===== config.mk =====
export PLATFORM = sky130hd
export DESIGN_NAME = tgo_tx_overhead
export DESIGN_NICKNAME = d
export VERILOG_FILES = /design/src/rtl/tgo_pkg.sv /design/src/rtl/tgo_timing_if.sv /design/src/rtl/tgo_pin_sync.sv /design/src/rtl/tgo_timing.sv /design/src/rtl/tgo_tx_overhead.sv
export SDC_FILE = /design/constraint.sdc
export NUM_CORES = 1
export LEC_CHECK = 0
export ABC_AREA = 1
export BUFFER_PORTS_ARGS = -buffer_cell sky130_fd_sc_hd__buf_2
export CAP_MARGIN = 20
export CORE_ASPECT_RATIO = 2
export CORE_MARGIN = 4
export CORE_UTILIZATION = 45
export CTS_CLUSTER_DIAMETER = 150
export CTS_CLUSTER_SIZE = 30
export DETAILED_ROUTE_END_ITERATION = 16
export PLACE_DENSITY = 0.69
export SKIP_CTS_REPAIR_TIMING = 1
export SLEW_MARGIN = 5
export SYNTH_ARGS = -nofsm -noshare
export SYNTH_HDL_FRONTEND = slang
export SYNTH_SLANG_ARGS = --single-unit

===== constraint.sdc =====
create_clock -name clk -period 1.7 [get_ports clk]
set_input_delay 0.34 -clock clk [delete_from_list [all_inputs] [get_ports clk]]
set_output_delay 0.34 -clock clk [all_outputs]
set_load 0.02 [all_outputs]

===== src/rtl/tgo_pkg.sv =====
`default_nettype none
package tgo_pkg;
  // ==========================================================
  // Register map: word indices, byte address is four times index
  localparam int unsigned ADDR_W      = 11;
  localparam logic [8:0]  IDX_BITCODE = 9'h163;
  localparam logic [8:0]  IDX_GAPSEL1 = 9'h164;
  localparam logic [8:0]  IDX_GAPSEL2 = 9'h165;
  localparam logic [8:0]  IDX_GAPSEL3 = 9'h166;
  localparam logic [8:0]  IDX_GAPSEL4 = 9'h167;
  localparam logic [8:0]  IDX_DLBYTE  = 9'h168;
  localparam logic [8:0]  IDX_ESTORE  = 9'h169;
  localparam logic [8:0]  IDX_CTL2    = 9'h16a;
  localparam logic [8:0]  IDX_STATUS  = 9'h16b;
  localparam logic [8:0]  IDX_MASK    = 9'h16c;
  localparam logic [8:0]  IDX_MSG1    = 9'h16d;
  localparam logic [8:0]  IDX_MSG2    = 9'h16e;
  localparam logic [8:0]  IDX_MSG3    = 9'h16f;
  // ==========================================================
  // Field positions
  localparam int unsigned ES_ENABLE  = 0;
  localparam int unsigned ES_GAPEN   = 6;
  localparam int unsigned ES_FMT56   = 7;
  localparam int unsigned C2_E1      = 0;
  localparam int unsigned C2_D4      = 1;
  localparam int unsigned C2_CARRIER = 2;
  localparam int unsigned C2_BP2048  = 3;
  localparam int unsigned C2_DLREG   = 4;
  localparam int unsigned C2_MSGPIN  = 5;
  localparam int unsigned C2_SENDBOC = 6;
  localparam int unsigned C2_FPASS   = 7;
  localparam int unsigned ST_DLEMPTY = 0;
  localparam int unsigned ST_MSGSENT = 1;
  localparam int unsigned PIN_NET    = 0;
  localparam int unsigned PIN_BP     = 1;
  localparam int unsigned PIN_SER    = 2;
  localparam int unsigned PIN_DL     = 3;
  // ==========================================================
  // Reset values
  localparam logic [7:0]  RST_BYTE   = 8'h00;
  localparam logic [7:0]  RST_DLBYTE = 8'h1c;
  // ==========================================================
  // Frame structure and patterns
  localparam logic [4:0]  LAST_CHAN_T1   = 5'h17;
  localparam logic [4:0]  LAST_CHAN_BP   = 5'h1f;
  localparam logic [2:0]  LAST_BIT       = 3'h7;
  localparam logic [2:0]  DC_BIT         = 3'h7;
  localparam logic [6:0]  FR_ESF         = 7'h18;
  localparam logic [6:0]  FR_D4          = 7'h0c;
  localparam logic [6:0]  FR_CARRIER     = 7'h48;
  localparam logic [2:0]  DL_LAST_ESF    = 3'h7;
  localparam logic [2:0]  DL_LAST_D4     = 3'h5;
  localparam logic [5:0]  ESF_FPS        = 6'h34;
  localparam logic [5:0]  D4_FT          = 6'h15;
  localparam logic [5:0]  FT_LEN         = 6'h06;
  localparam logic [11:0] CARRIER_ALIGN  = 12'he38;
  localparam logic [5:0]  ALIGN_LEN      = 6'h0c;
  localparam logic [7:0]  BOC_FLAG       = 8'hff;
endpackage : tgo_pkg
`default_nettype wire


===== src/rtl/tgo_timing_if.sv =====
`default_nettype none
// ==========================================================
// Position of the current bit within the outgoing frame
interface tgo_timing_if;
  logic       tick;
  logic       fBit;
  logic [2:0] bitInChan;
  logic [4:0] chan;
  logic [6:0] frame;
  modport src (input tick, output fBit, output bitInChan, output chan, output frame);
  modport snk (input tick, input fBit, input bitInChan, input chan, input frame);
endinterface : tgo_timing_if
`default_nettype wire


===== src/rtl/tgo_pin_sync.sv =====
`default_nettype none
module tgo_pin_sync #(
  parameter int unsigned W = 4
)(
  input  wire logic         clk,   // Core clock
  input  wire logic         nrst,  // Async reset, active low
  input  wire logic [W-1:0] pins,  // Asynchronous pin levels
  output logic      [W-1:0] lvl,   // Filtered level
  output logic      [W-1:0] rise   // One-cycle rising edge
);
  logic [W-1:0] s1;
  logic [W-1:0] s2;
  logic [W-1:0] s3;

  // ==========================================================
  // Three-stage capture, level moves once stages two and three agree
  always_ff @(posedge clk or negedge nrst) begin
    if (!nrst) begin
      s1  <= '0;
      s2  <= '0;
      s3  <= '0;
      lvl <= '0;
    end else begin
      s1  <= pins;
      s2  <= s1;
      s3  <= s2;
      lvl <= (s2 & s3) | (lvl & (s2 | s3));
    end
  end

  // Edge when both late stages are high and level still low
  assign rise = s2 & s3 & ~lvl;
endmodule : tgo_pin_sync
`default_nettype wire


===== src/rtl/tgo_timing.sv =====
`default_nettype none
module tgo_timing
  import tgo_pkg::*;
(
  input  wire logic       clk,       // Core clock
  input  wire logic       nrst,      // Async reset, active low
  input  wire logic       noFbit,    // 256-bit frames without F bit
  input  wire logic [6:0] frameMod,  // Frames per multiframe
  tgo_timing_if.src       tm         // Frame position out
);
  logic lastChan;

  // A channel past the last one after a mode change also ends the frame
  assign lastChan = tm.chan >= (noFbit ? LAST_CHAN_BP : LAST_CHAN_T1);

  // ==========================================================
  // Advance one bit on each selected line clock edge
  always_ff @(posedge clk or negedge nrst) begin
    if (!nrst) begin
      tm.fBit      <= 1'b1;
      tm.bitInChan <= 3'h0;
      tm.chan      <= 5'h00;
      tm.frame     <= 7'h00;
    end else if (tm.tick) begin
      if (tm.fBit) begin
        tm.fBit      <= 1'b0;
        tm.bitInChan <= 3'h0;
        tm.chan      <= 5'h00;
      end else if (tm.bitInChan != LAST_BIT) begin
        tm.bitInChan <= tm.bitInChan + 3'h1;
      end else begin
        tm.bitInChan <= 3'h0;
        tm.chan      <= lastChan ? 5'h00 : tm.chan + 5'h01;
        if (lastChan) begin
          tm.fBit  <= !noFbit;
          tm.frame <= (tm.frame >= frameMod - 7'h01) ? 7'h00 : tm.frame + 7'h01;
        end
      end
    end
  end
endmodule : tgo_timing
`default_nettype wire


===== src/rtl/tgo_tx_overhead.sv =====
// Summary of operation
// - Gapped clock enable puts a gated clock on the channel clock output.
// - Thirty-two channel select bits; one gives clocks, zero suppresses them.
// - Clock follows network clock, or backplane clock with elastic store on.
// - 56k format drops the last channel bit clock; 64k clocks all eight.
// - With 2.048 MHz backplane, fourth select register is ordinary channel selects.
// - With 1.544 MHz backplane, fourth register bit 0 clocks F bit.
// - Bit-oriented code generator works in T1 ESF mode only.
// - Code register holds six bits, bit 0 least significant.
// - Send-code bit starts code insertion at once, repeating while set.
// - Datalink source sends register bits as FDL in ESF, Fs in D4.
// - Datalink byte is serialised least significant bit first.
// - After eight bits (six in D4) set datalink-empty; interrupt low when mask allows.
// - Unrewritten datalink byte is sent again; software has 2 ms in ESF, 1.5 ms in D4.
// - No zero stuffing on datalink register data.
// - D4 uses lower six datalink bits only.
// - Carrier multiframe is 72 frames: 36 Ft, 36 Fs positions.
// - Device inserts 12-bit alignment; rest from three message registers.
// - Message-sent set after each multiframe; old messages repeat if unwritten.
// - Format bit zero means 64k, one means 56k.
`default_nettype none
module tgo_tx_overhead
  import tgo_pkg::*;
(
  input  wire logic              clk,              // Core clock, 125 MHz
  input  wire logic              nrst,             // Async reset, active low
  input  wire logic              psel,             // APB select
  input  wire logic              penable,          // APB access phase
  input  wire logic              pwrite,           // APB write
  input  wire logic [ADDR_W-1:0] paddr,            // APB byte address
  input  wire logic [31:0]       pwdata,           // APB write data
  output logic      [31:0]       prdata,           // APB read data
  output logic                   pready,           // APB ready
  output logic                   pslverr,          // APB unmapped access
  input  wire logic              txNetworkClock,   // Network transmit clock pin
  input  wire logic              txBackplaneClock, // Backplane system clock pin
  input  wire logic              txSerialIn,       // Transmit serial data pin
  input  wire logic              txDatalinkPin,    // External message data pin
  output logic                   txLineData,       // Outgoing T1 stream
  output logic                   txChanClockOut,   // Channel or gapped clock
  output logic                   irqN              // Interrupt, active low
);
  tgo_timing_if tm ();

  logic [5:0]  bitcodeR;
  logic [7:0]  gapSelR [4];
  logic [7:0]  dlByteR;
  logic [7:0]  estoreR;
  logic [7:0]  ctl2R;
  logic [1:0]  statusR;
  logic [1:0]  maskR;
  logic [7:0]  msgR [3];
  logic [8:0]  wa;
  logic        wrEn;
  logic [7:0]  rdByte;
  logic [3:0]  lvl;
  logic [3:0]  rise;
  logic        noFbit;
  logic        d4;
  logic        carrier;
  logic        bocOn;
  logic [6:0]  frameMod;
  logic [2:0]  dlLast;
  logic [7:0]  dlShift;
  logic [2:0]  dlCnt;
  logic [3:0]  bocCnt;
  logic [15:0] bocWord;
  logic [23:0] msgShadow;
  logic [31:0] selAll;
  logic [5:0]  fsIdx;
  logic [2:0]  ftIdx;
  logic        fVal;
  logic        dlSlot;
  logic        bocSlot;
  logic        fDone;
  logic        mfEnd;
  logic        dlWrap;
  logic        gate;
  logic        clkLvl;
  logic [1:0]  stSet;
  logic [1:0]  stClr;

  // Word-aligned address inside the register window
  function automatic logic isMapped(input logic [ADDR_W-1:0] a);
    return (a[1:0] == 2'h0) && (a[10:2] >= IDX_BITCODE) && (a[10:2] <= IDX_MSG3);
  endfunction : isMapped

  // ==========================================================
  // APB slave
  assign wa      = paddr[10:2];
  assign wrEn    = psel & penable & pwrite & isMapped(paddr);
  assign pready  = 1'b1;
  assign pslverr = psel & penable & !isMapped(paddr);

  // Read multiplexer, unused bits read as zero
  always_comb begin
    case (wa)
      IDX_BITCODE: rdByte = {2'h0, bitcodeR};
      IDX_GAPSEL1: rdByte = gapSelR[0];
      IDX_GAPSEL2: rdByte = gapSelR[1];
      IDX_GAPSEL3: rdByte = gapSelR[2];
      IDX_GAPSEL4: rdByte = gapSelR[3];
      IDX_DLBYTE:  rdByte = dlByteR;
      IDX_ESTORE:  rdByte = estoreR;
      IDX_CTL2:    rdByte = ctl2R;
      IDX_STATUS:  rdByte = {6'h00, statusR};
      IDX_MASK:    rdByte = {6'h00, maskR};
      IDX_MSG1:    rdByte = msgR[0];
      IDX_MSG2:    rdByte = msgR[1];
      IDX_MSG3:    rdByte = msgR[2];
      default:     rdByte = 8'h00;
    endcase
  end

  // Read data captured in the setup cycle
  always_ff @(posedge clk or negedge nrst) begin
    if (!nrst) begin
      prdata <= 32'h00000000;
    end else if (psel && !penable) begin
      prdata <= isMapped(paddr) ? {24'h000000, rdByte} : 32'h00000000;
    end
  end

  // Writable registers
  always_ff @(posedge clk or negedge nrst) begin
    if (!nrst) begin
      bitcodeR <= RST_BYTE[5:0];
      dlByteR  <= RST_DLBYTE;
      estoreR  <= RST_BYTE;
      ctl2R    <= RST_BYTE;
      maskR    <= RST_BYTE[1:0];
      for (int i = 0; i < 4; i++) begin
        gapSelR[i] <= RST_BYTE;
      end
      for (int i = 0; i < 3; i++) begin
        msgR[i] <= RST_BYTE;
      end
    end else if (wrEn) begin
      case (wa)
        IDX_BITCODE: bitcodeR   <= pwdata[5:0];
        IDX_GAPSEL1: gapSelR[0] <= pwdata[7:0];
        IDX_GAPSEL2: gapSelR[1] <= pwdata[7:0];
        IDX_GAPSEL3: gapSelR[2] <= pwdata[7:0];
        IDX_GAPSEL4: gapSelR[3] <= pwdata[7:0];
        IDX_DLBYTE:  dlByteR    <= pwdata[7:0];
        IDX_ESTORE:  estoreR    <= pwdata[7:0];
        IDX_CTL2:    ctl2R      <= pwdata[7:0];
        IDX_MASK:    maskR      <= pwdata[1:0];
        IDX_MSG1:    msgR[0]    <= pwdata[7:0];
        IDX_MSG2:    msgR[1]    <= pwdata[7:0];
        IDX_MSG3:    msgR[2]    <= pwdata[7:0];
        default:     ;
      endcase
    end
  end

  // ==========================================================
  // Status and interrupt
  assign stSet = {mfEnd, dlWrap};
  assign stClr = (psel && penable && pwrite && wa == IDX_STATUS) ? pwdata[1:0] : 2'h0;

  // write one clears, a new event wins
  always_ff @(posedge clk or negedge nrst) begin
    if (!nrst) begin
      statusR <= 2'h0;
    end else begin
      statusR <= stSet | (statusR & ~stClr);
    end
  end

  always_ff @(posedge clk or negedge nrst) begin
    if (!nrst) begin
      irqN <= 1'b1;
    end else begin
      irqN <= ~|(statusR & maskR);
    end
  end

  // ==========================================================
  // Pin capture and frame timing
  tgo_pin_sync #(
    .W (4)
  ) u_sync (
    .clk  (clk),
    .nrst (nrst),
    .pins ({txDatalinkPin, txSerialIn, txBackplaneClock, txNetworkClock}),
    .lvl  (lvl),
    .rise (rise)
  );

  // line clock follows elastic store selection
  assign clkLvl  = estoreR[ES_ENABLE] ? lvl[PIN_BP] : lvl[PIN_NET];
  assign tm.tick = estoreR[ES_ENABLE] ? rise[PIN_BP] : rise[PIN_NET];

  assign noFbit  = ctl2R[C2_BP2048] | ctl2R[C2_E1];
  assign carrier = ctl2R[C2_CARRIER];
  assign d4      = ctl2R[C2_D4] | carrier;
  assign frameMod = carrier ? FR_CARRIER : (d4 ? FR_D4 : FR_ESF);

  tgo_timing u_timing (
    .clk      (clk),
    .nrst     (nrst),
    .noFbit   (noFbit),
    .frameMod (frameMod),
    .tm       (tm.src)
  );

  // ==========================================================
  // F-bit overhead selection
  // code generator only in T1 mode
  assign bocOn   = ctl2R[C2_SENDBOC] & !ctl2R[C2_E1];
  assign bocWord = {BOC_FLAG, 1'b0, bitcodeR, 1'b0};
  assign dlLast  = d4 ? DL_LAST_D4 : DL_LAST_ESF;
  assign fsIdx   = tm.frame[6:1];
  assign ftIdx   = 3'(fsIdx % FT_LEN);
  assign fDone   = tm.tick & tm.fBit & !noFbit;

  always_comb begin
    fVal    = lvl[PIN_SER];
    dlSlot  = 1'b0;
    bocSlot = 1'b0;
    if (!noFbit && !ctl2R[C2_FPASS]) begin
      if (!d4) begin
        if (!tm.frame[0]) begin
          if (bocOn) begin
            bocSlot = 1'b1;
            fVal    = bocWord[bocCnt];
          end else if (ctl2R[C2_DLREG]) begin
            dlSlot = 1'b1;
            fVal   = dlShift[dlCnt];
          end
        end else if (tm.frame[1]) begin
          fVal = ESF_FPS[tm.frame[4:2]];
        end
      end else if (!tm.frame[0]) begin
        fVal = D4_FT[ftIdx];
      end else if (carrier) begin
        if (fsIdx < ALIGN_LEN) begin
          fVal = CARRIER_ALIGN[fsIdx[3:0]];
        // message bits from the datalink pin
        end else if (ctl2R[C2_MSGPIN]) begin
          fVal = lvl[PIN_DL];
        end else begin
          fVal = msgShadow[5'(fsIdx - ALIGN_LEN)];
        end
      end else if (ctl2R[C2_DLREG]) begin
        dlSlot = 1'b1;
        fVal   = dlShift[dlCnt];
      end
    end
  end

  // sequence restarts when send-code is set
  always_ff @(posedge clk or negedge nrst) begin
    if (!nrst) begin
      bocCnt <= 4'h0;
    end else if (!bocOn) begin
      bocCnt <= 4'h0;
    end else if (fDone && bocSlot) begin
      bocCnt <= bocCnt + 4'h1;
    end
  end

  // ==========================================================
  // Datalink serialiser, raw bits with no zero stuffing
  assign dlWrap = fDone & dlSlot & (dlCnt == dlLast);

  // LSB first; reload repeats old byte; no stuffing
  always_ff @(posedge clk or negedge nrst) begin
    if (!nrst) begin
      dlShift <= RST_DLBYTE;
      dlCnt   <= 3'h0;
    end else if (fDone && dlSlot) begin
      if (dlCnt == dlLast) begin
        dlCnt   <= 3'h0;
        dlShift <= dlByteR;
      end else begin
        dlCnt <= dlCnt + 3'h1;
      end
    end
  end

  // message buffer reload at multiframe end
  assign mfEnd = fDone & carrier & (tm.frame == FR_CARRIER - 7'h01);

  always_ff @(posedge clk or negedge nrst) begin
    if (!nrst) begin
      msgShadow <= 24'h000000;
    end else if (mfEnd) begin
      msgShadow <= {msgR[2], msgR[1], msgR[0]};
    end
  end

  // Line data: overhead in F slot, serial input elsewhere
  always_ff @(posedge clk or negedge nrst) begin
    if (!nrst) begin
      txLineData <= 1'b0;
    end else begin
      txLineData <= tm.fBit ? fVal : lvl[PIN_SER];
    end
  end

  // ==========================================================
  // Channel clock output
  // all 32 selects usable with 256-bit frames
  assign selAll = {gapSelR[3], gapSelR[2], gapSelR[1], gapSelR[0]};

  always_comb begin
    // fourth register bit 0 gates F-bit clock
    if (tm.fBit) begin
      gate = !noFbit & gapSelR[3][0];
    end else begin
      // per-channel select; drop bit 8 in 56k
      gate = selAll[tm.chan] & !(estoreR[ES_FMT56] & (tm.bitInChan == DC_BIT));
    end
  end

  // gapped clock replaces the channel marker
  always_ff @(posedge clk or negedge nrst) begin
    if (!nrst) begin
      txChanClockOut <= 1'b0;
    end else if (estoreR[ES_GAPEN]) begin
      txChanClockOut <= gate & clkLvl;
    end else begin
      txChanClockOut <= clkLvl & !tm.fBit & (tm.bitInChan == 3'h0);
    end
  end
endmodule : tgo_tx_overhead
`default_nettype wire


# == After elaboration in Yosys (flattened, before gate mapping) ==
# Memories as Yosys holds them, arrays and structs flattened.
# Cells that the tools add are included.
# word_totals
in_bits,52
regBits,196
out_inout_bits,37
mem_bits_ro,32
n_memories,3
elab_cells,193
# op_classes
n_lt_le_gt_ge,12
add_sub_neg,7
div_mod_pow,1
n_reduce_logical,35
n_bitwise,31
muxes,56
n_eq_ne,19
# mem_list
name,words,word_bits,read_ports,rd_ports_with_merged_regs,write_ports,line_no,text
(name not given),16,1,1,0,0,tgo_tx_overhead.sv:239,fVal = CARRIER_ALIGN[fsIdx[3:0]];
(name not given),8,1,1,0,0,tgo_tx_overhead.sv:236,fVal = D4_FT[ftIdx];
(name not given),8,1,1,0,0,tgo_tx_overhead.sv:233,fVal = ESF_FPS[tm.frame[4:2]];
# ops
op,n
equality test 9 bit (second input constant),13
one-hot mux 8 bit (13 select lines),1
two-way mux 1 bit,36
AND reduction 2 bit,14
two-way mux 5 bit,4
AND 1 bit,17
two-way mux 7 bit,2
< comparator 3 x 4 -> 1 bit (second input constant),3
< comparator 5 x 6 -> 1 bit (second input constant),2
two-way mux 4 bit,3
binary-select mux 1 bit (select 5 bit),2
< comparator 4 x 5 -> 1 bit (second input constant),2
greater-or-equal comparator 9 bit (second input constant),1
<= comparator 9 bit (second input constant),1
logical AND 1 bit,9
two-way mux 3 bit,3
AND 4 bit,2
zero test 1 bit,8
two-way mux 8 bit,1
bitwise OR 4 bit,2
adder 7 x 1 -> 7 bit (second input constant),1
equality test 7 bit (second input constant),1
greater-or-equal comparator 7 bit,1
subtractor 7 x 1 -> 7 bit (second input constant),1
23 further kinds,31

# == Logic depth before layout (Yosys ltp) ==
# depth
word_depth,10
ltp_mapped,16
ltp_nobuf,15

# == By module ==
# From an unflattened synthesis, not the netlist that was laid out.
# hier_totals
cells_unflattened,1145
hier_area_um2,9130.0
# by_module_without_submodules
module,area_each_um2,n_inst,seq_area_each_um2,cells_per_inst
tgo_tx_overhead,7463.4,1,3512.1,951
tgo_timing,1186.1,1,401.6,158
tgo_pin_sync,480.5,1,400.4,36

# == Least setup slack after synthesis ==
# No wires, ideal clock.
# synth_timing
path_kind,flip-flop to flip-flop
start,register ctl2R[0]
end,register u_timing.tm.frame[5]
period_less_slack_ns,1.775
arrival_time_ns,1.655
setup_ns,0.120
n_path_buf,0
path_slack_ns,-0.075
stages_incl_launch_ff,10
required_time_ns,1.580
cell_sequence,dfrtp_1 > nor2_1 > ha_1 > a21boi_0 > o21ai_0 > nor2_1 > nand2_1 > inv_1 > nand3_1 > and3_1
# synth_between
elab_chain_cells,4
# synth_lines
item,line_no,text
start: declaration,tgo_tx_overhead.sv:49,logic [7:0] ctl2R;
start signal: assignment,tgo_tx_overhead.sv:147,IDX_CTL2: ctl2R <= pwdata[7:0];
bitwise OR 1 bit,tgo_tx_overhead.sv:195,assign noFbit = ctl2R[C2_BP2048] | ctl2R[C2_E1];
two-way mux 4 bit,tgo_timing.sv:14,assign lastChan = tm.chan >= (noFbit ? LAST_CHAN_BP : LAST_CHAN_T1);
greater-or-equal comparator 5 bit,tgo_timing.sv:14,
AND reduction 4 bit (no source line),n/a,
end signal: assignment,tgo_timing.sv:36,tm.frame <= (tm.frame >= frameMod - 7'h01) ? 7'h00 : tm.frame + 7'h01;
end: declaration,tgo_timing_if.sv:10,"modport src (input tick, output fBit, output bitInChan, output chan, output frame);"
# No other way between the ends.
# A chain may end at the register's enable or synchronous reset.

# == Worst setup path in the final report ==
# layout_timing
start,register ctl2R[2]
end,register u_timing.tm.frame[5]
# layout_between
elab_chain_cells,6
# layout_lines
item,line_no,text
bitwise OR 1 bit,tgo_tx_overhead.sv:197,assign d4 = ctl2R[C2_D4] | carrier;
two-way mux 5 bit,tgo_tx_overhead.sv:198,assign frameMod = carrier ? FR_CARRIER : (d4 ? FR_D4 : FR_ESF);
two-way mux 7 bit *,tgo_tx_overhead.sv:198,
subtractor 7 x 1 -> 7 bit *,tgo_timing.sv:36,
greater-or-equal comparator 7 bit *,tgo_timing.sv:36,
two-way mux 7 bit *,tgo_timing.sv:36,
# Every way passes the cells marked *; elsewhere a longest branch is shown, timed or not.

==> key figures <==
Run status
  • Status: finished, violations left
  • Violated checks: negative setup slack

Pwr
  • Pleak: 5.38 nW
  • Total power: 9.10 mW
  • Pwr dens: 802 nW/um^2
  • IR drop worst, VDD: 0.756 mV

Detailed routing
  • First-pass DRT Iterations: 5
  • Via count: 7903
  • Wire per inst: 17.5 um
  • Routed WL: 26600 um
  • DRC: 0
  • ANT nets after route: 0
  • DR vias/cell: 5.21
  • Starting DRC count in detailed routing: 440

Floorplanning
  • Area of the core: 19300 sq um
  • Initial core utilization: 0.457
  • Io pins: 89
  • Die Wd: 107 um
  • Die span in y: 206 um
  • Die area: 22000 sq um
  • Cell Rows: 72

Placement
  • Area after DPL: 10100 sq um
  • Port bufs: 39
  • Hpwl dp: 19300 um
  • RD Place Congestion: 0.940

GRT
  • Tot GR Track Use: 0.243
  • Total congestion overflow: 0
  • Vias in the first global route: 7800
  • Largest net degree at the start of global routing: 61
  • First-pass GRT wire length: 40400 um
  • Met3 Use GR: 0.0353
  • Grt met1 use: 0.252
  • M2 GR Usage: 0.433
  • Initial antenna violation count: 0
  • Top Usage Layer GRT: met2

STA
  • Setup violators final: 12
  • RSZ-0062 raised after global routing: true
  • Min cycle time layout: 1.82 ns
  • Clk_skew: 0.00628 ns
  • Final Cycle Share: 1.07
  • Max Slew Vio Count: 0
  • Hold Slack: 0.303 ns
  • PnR worst setup slack: -0.115 ns
  • Fmax: 551 MHz
  • Fin. Hold Viols: 0

Cells and area
  • Fillers: 1697
  • Design area: 11300 sq um
  • Net count, final: 1310
  • Area grow syn2layout: 28.7%
  • Diodes inserted: 0
  • Share of cells above drive strength 1: 0.261
  • Most frequent cells in the layout: 295 x nand2_1, 162 x dfrtp_1, 110 x inv_1
  • Most common cell after layout, fill and taps aside: nand2_1

Synth
  • Mapped Area: 8820 sq um
  • FFs w/ async S/R, synth: 1.00
  • Distinct cells, synth: 46
  • Cells after synthesis: 1094
  • Post-synthesis sequential area ratio: 0.489
  • Number of flops mapped to enable cells by yosys: 0
  • Yosys warns: 0
  • Syn_area_per_cell: 8.06 sq um
  • FF+latch count, synth: 172
  • Ys flop type: dfrtp_1

Critical path
  • Critical Path AT: 2.15 ns
  • Reg2Reg Depth: 9
  • CP Capture Point: u_timing.tm.frame[5]$_DFFE_PN0P_
  • Worst Setup SP: ctl2R[2]$_DFFE_PN0P_
  • Setup CP Type: flop to flop
  • FF-to-FF setup slack: -0.12 ns
  • Critical Path Start Type: flop
  • Worst reg2reg path startpoint: ctl2R[2]$_DFFE_PN0P_
  • Worst Setup End Kind: flop
  • Worst R2R End: u_timing.tm.frame[5]$_DFFE_PN0P_
  • Worst EP required: 2.03 ns
  • Crit path max fanout: 5

CTS
  • CTS root buf: clkbuf_16
  • Num CTS Buffers: 17
  • Clock latency on the worst-skew pair: 0.45 ns
  • Sink Count: 172
  • Clock slew at reported path FFs: 0.06 ns
  • Maximum clock path buffer count: 2
  • TritonCTS clock tree: built
  • # H-tree levels: 4

Run
  • Maxcap violations: 0

Worst hold path
  • Class of the worst hold path: input pin to asynchronous set/reset pin
## cells by family after synthesis
logic type | Yosys count | share of synthesized area
AO/OA/AOI/OAI | 224 | 0.142
XOR/XNOR | 6 | 0.00596
adder cells (fa/ha/maj) | 17 | 0.0230
buffers and inverters | 185 | 0.0988
flip-flops | 172 | 0.489
multiplexers | 2 | 0.00255
other | 2 | 0.000852
AND/OR/NAND/NOR | 486 | 0.237
## final cells by class
type	count	area, sq um	share of cell area
Multi-Input combinational cell	760	4070	0.359
Inverter	122	468	0.0412
Timing Repair Buffer	172	1550	0.136
Clock inverter	10	135	0.0119
Tap cell	259	324	0.0286
Sequential cell	172	4320	0.380
Clock buffer	22	484	0.0427
## worst min-delay path by stage
stage	cells after the start	endpoint	slack (ns)	start
5_1_grt	2	msgR[0]$_DFFE_PN0P_	0.32	nrst
6_report	2	msgR[0]$_DFFE_PN0P_	0.30	nrst
4_1_cts	1	msgR[0]$_DFFE_PN0P_	-0.27	nrst
2_1_floorplan	0	bitcodeR[0]$_DFFE_PN0P_	0.04	nrst
3_3_place_gp	1	gapSelR[25]$_DFFE_PN0P_	0.20	nrst
3_5_place_dp	1	gapSelR[25]$_DFFE_PN0P_	0.20	nrst
## synth_stat cells (6+ instances only)
library cell,number,area share
nand3_4,6,0.012
ha_1,13,0.018
nand4_1,7,0.0050
a21oi_1,33,0.019
clkbuf_1,19,0.0081
nand2_1,325,0.14
o21ai_1,69,0.039
buf_4,27,0.023
o21ai_0,77,0.044
nand3_1,61,0.035
dfrtp_1,164,0.47
buf_6,7,0.0089
o22ai_1,8,0.0057
inv_1,121,0.052
a22o_1,10,0.0099
buf_2,9,0.0051
o211ai_1,6,0.0051
nor2_1,63,0.027
dfstp_2,8,0.024
o21ai_2,11,0.011
## metal layers
layer | routed length, um | part of all wire | vias to the layer above
li1 | - | - | 3796
met1 | 9300 | 0.35 | 3748
met2 | 13900 | 0.52 | 249
met3 | 1070 | 0.040 | 110
met4 | 2260 | 0.085 | 0
met5 | 0 | 0 | -
## power by group
group          switching, mW  internal (mW)  total [mW]
registers             0.0423           4.16        4.21
logic                  0.485          0.291       0.776
clock network           1.65           2.46        4.12
## worst max-delay path, cell delays in order (launching register included)
cell and delay [ns]:
dfrtp_1 0.44, inv_2 0.07, buf_6 0.14, ha_4 0.28, inv_2 0.03, nor2_2 0.12
nand4_1 0.16, o2111ai_4 0.19, nand2_2 0.12, and3_1 0.16
## flip-flops by register name (all words and copies together), names as in the netlist, 5 cells and up
name and flops:
ctl2R 8, estoreR 8, u_timing.tm.frame 7, prdata 8, msgShadow 24, gapSelR 32, dlShift 8, u_timing.tm.chan 5
msgR 24, dlByteR 8, bitcodeR 6
## metrics by stage
stage	utilization	setup TNS, ns	std cells	setup WS, ns
CTS	0.556	-7.76	1493	-0.290
finish	0.589	-0.619	1517	-0.115
global placement	0.523	-17.57	1461	-0.263
global route	0.589	-5.85	1517	-0.184
floorplan	-	-0.0363	1117	-0.0112
detailed placement	0.523	-22.21	1461	-0.293
No activity file was read; power rests on OpenSTA's default activity.
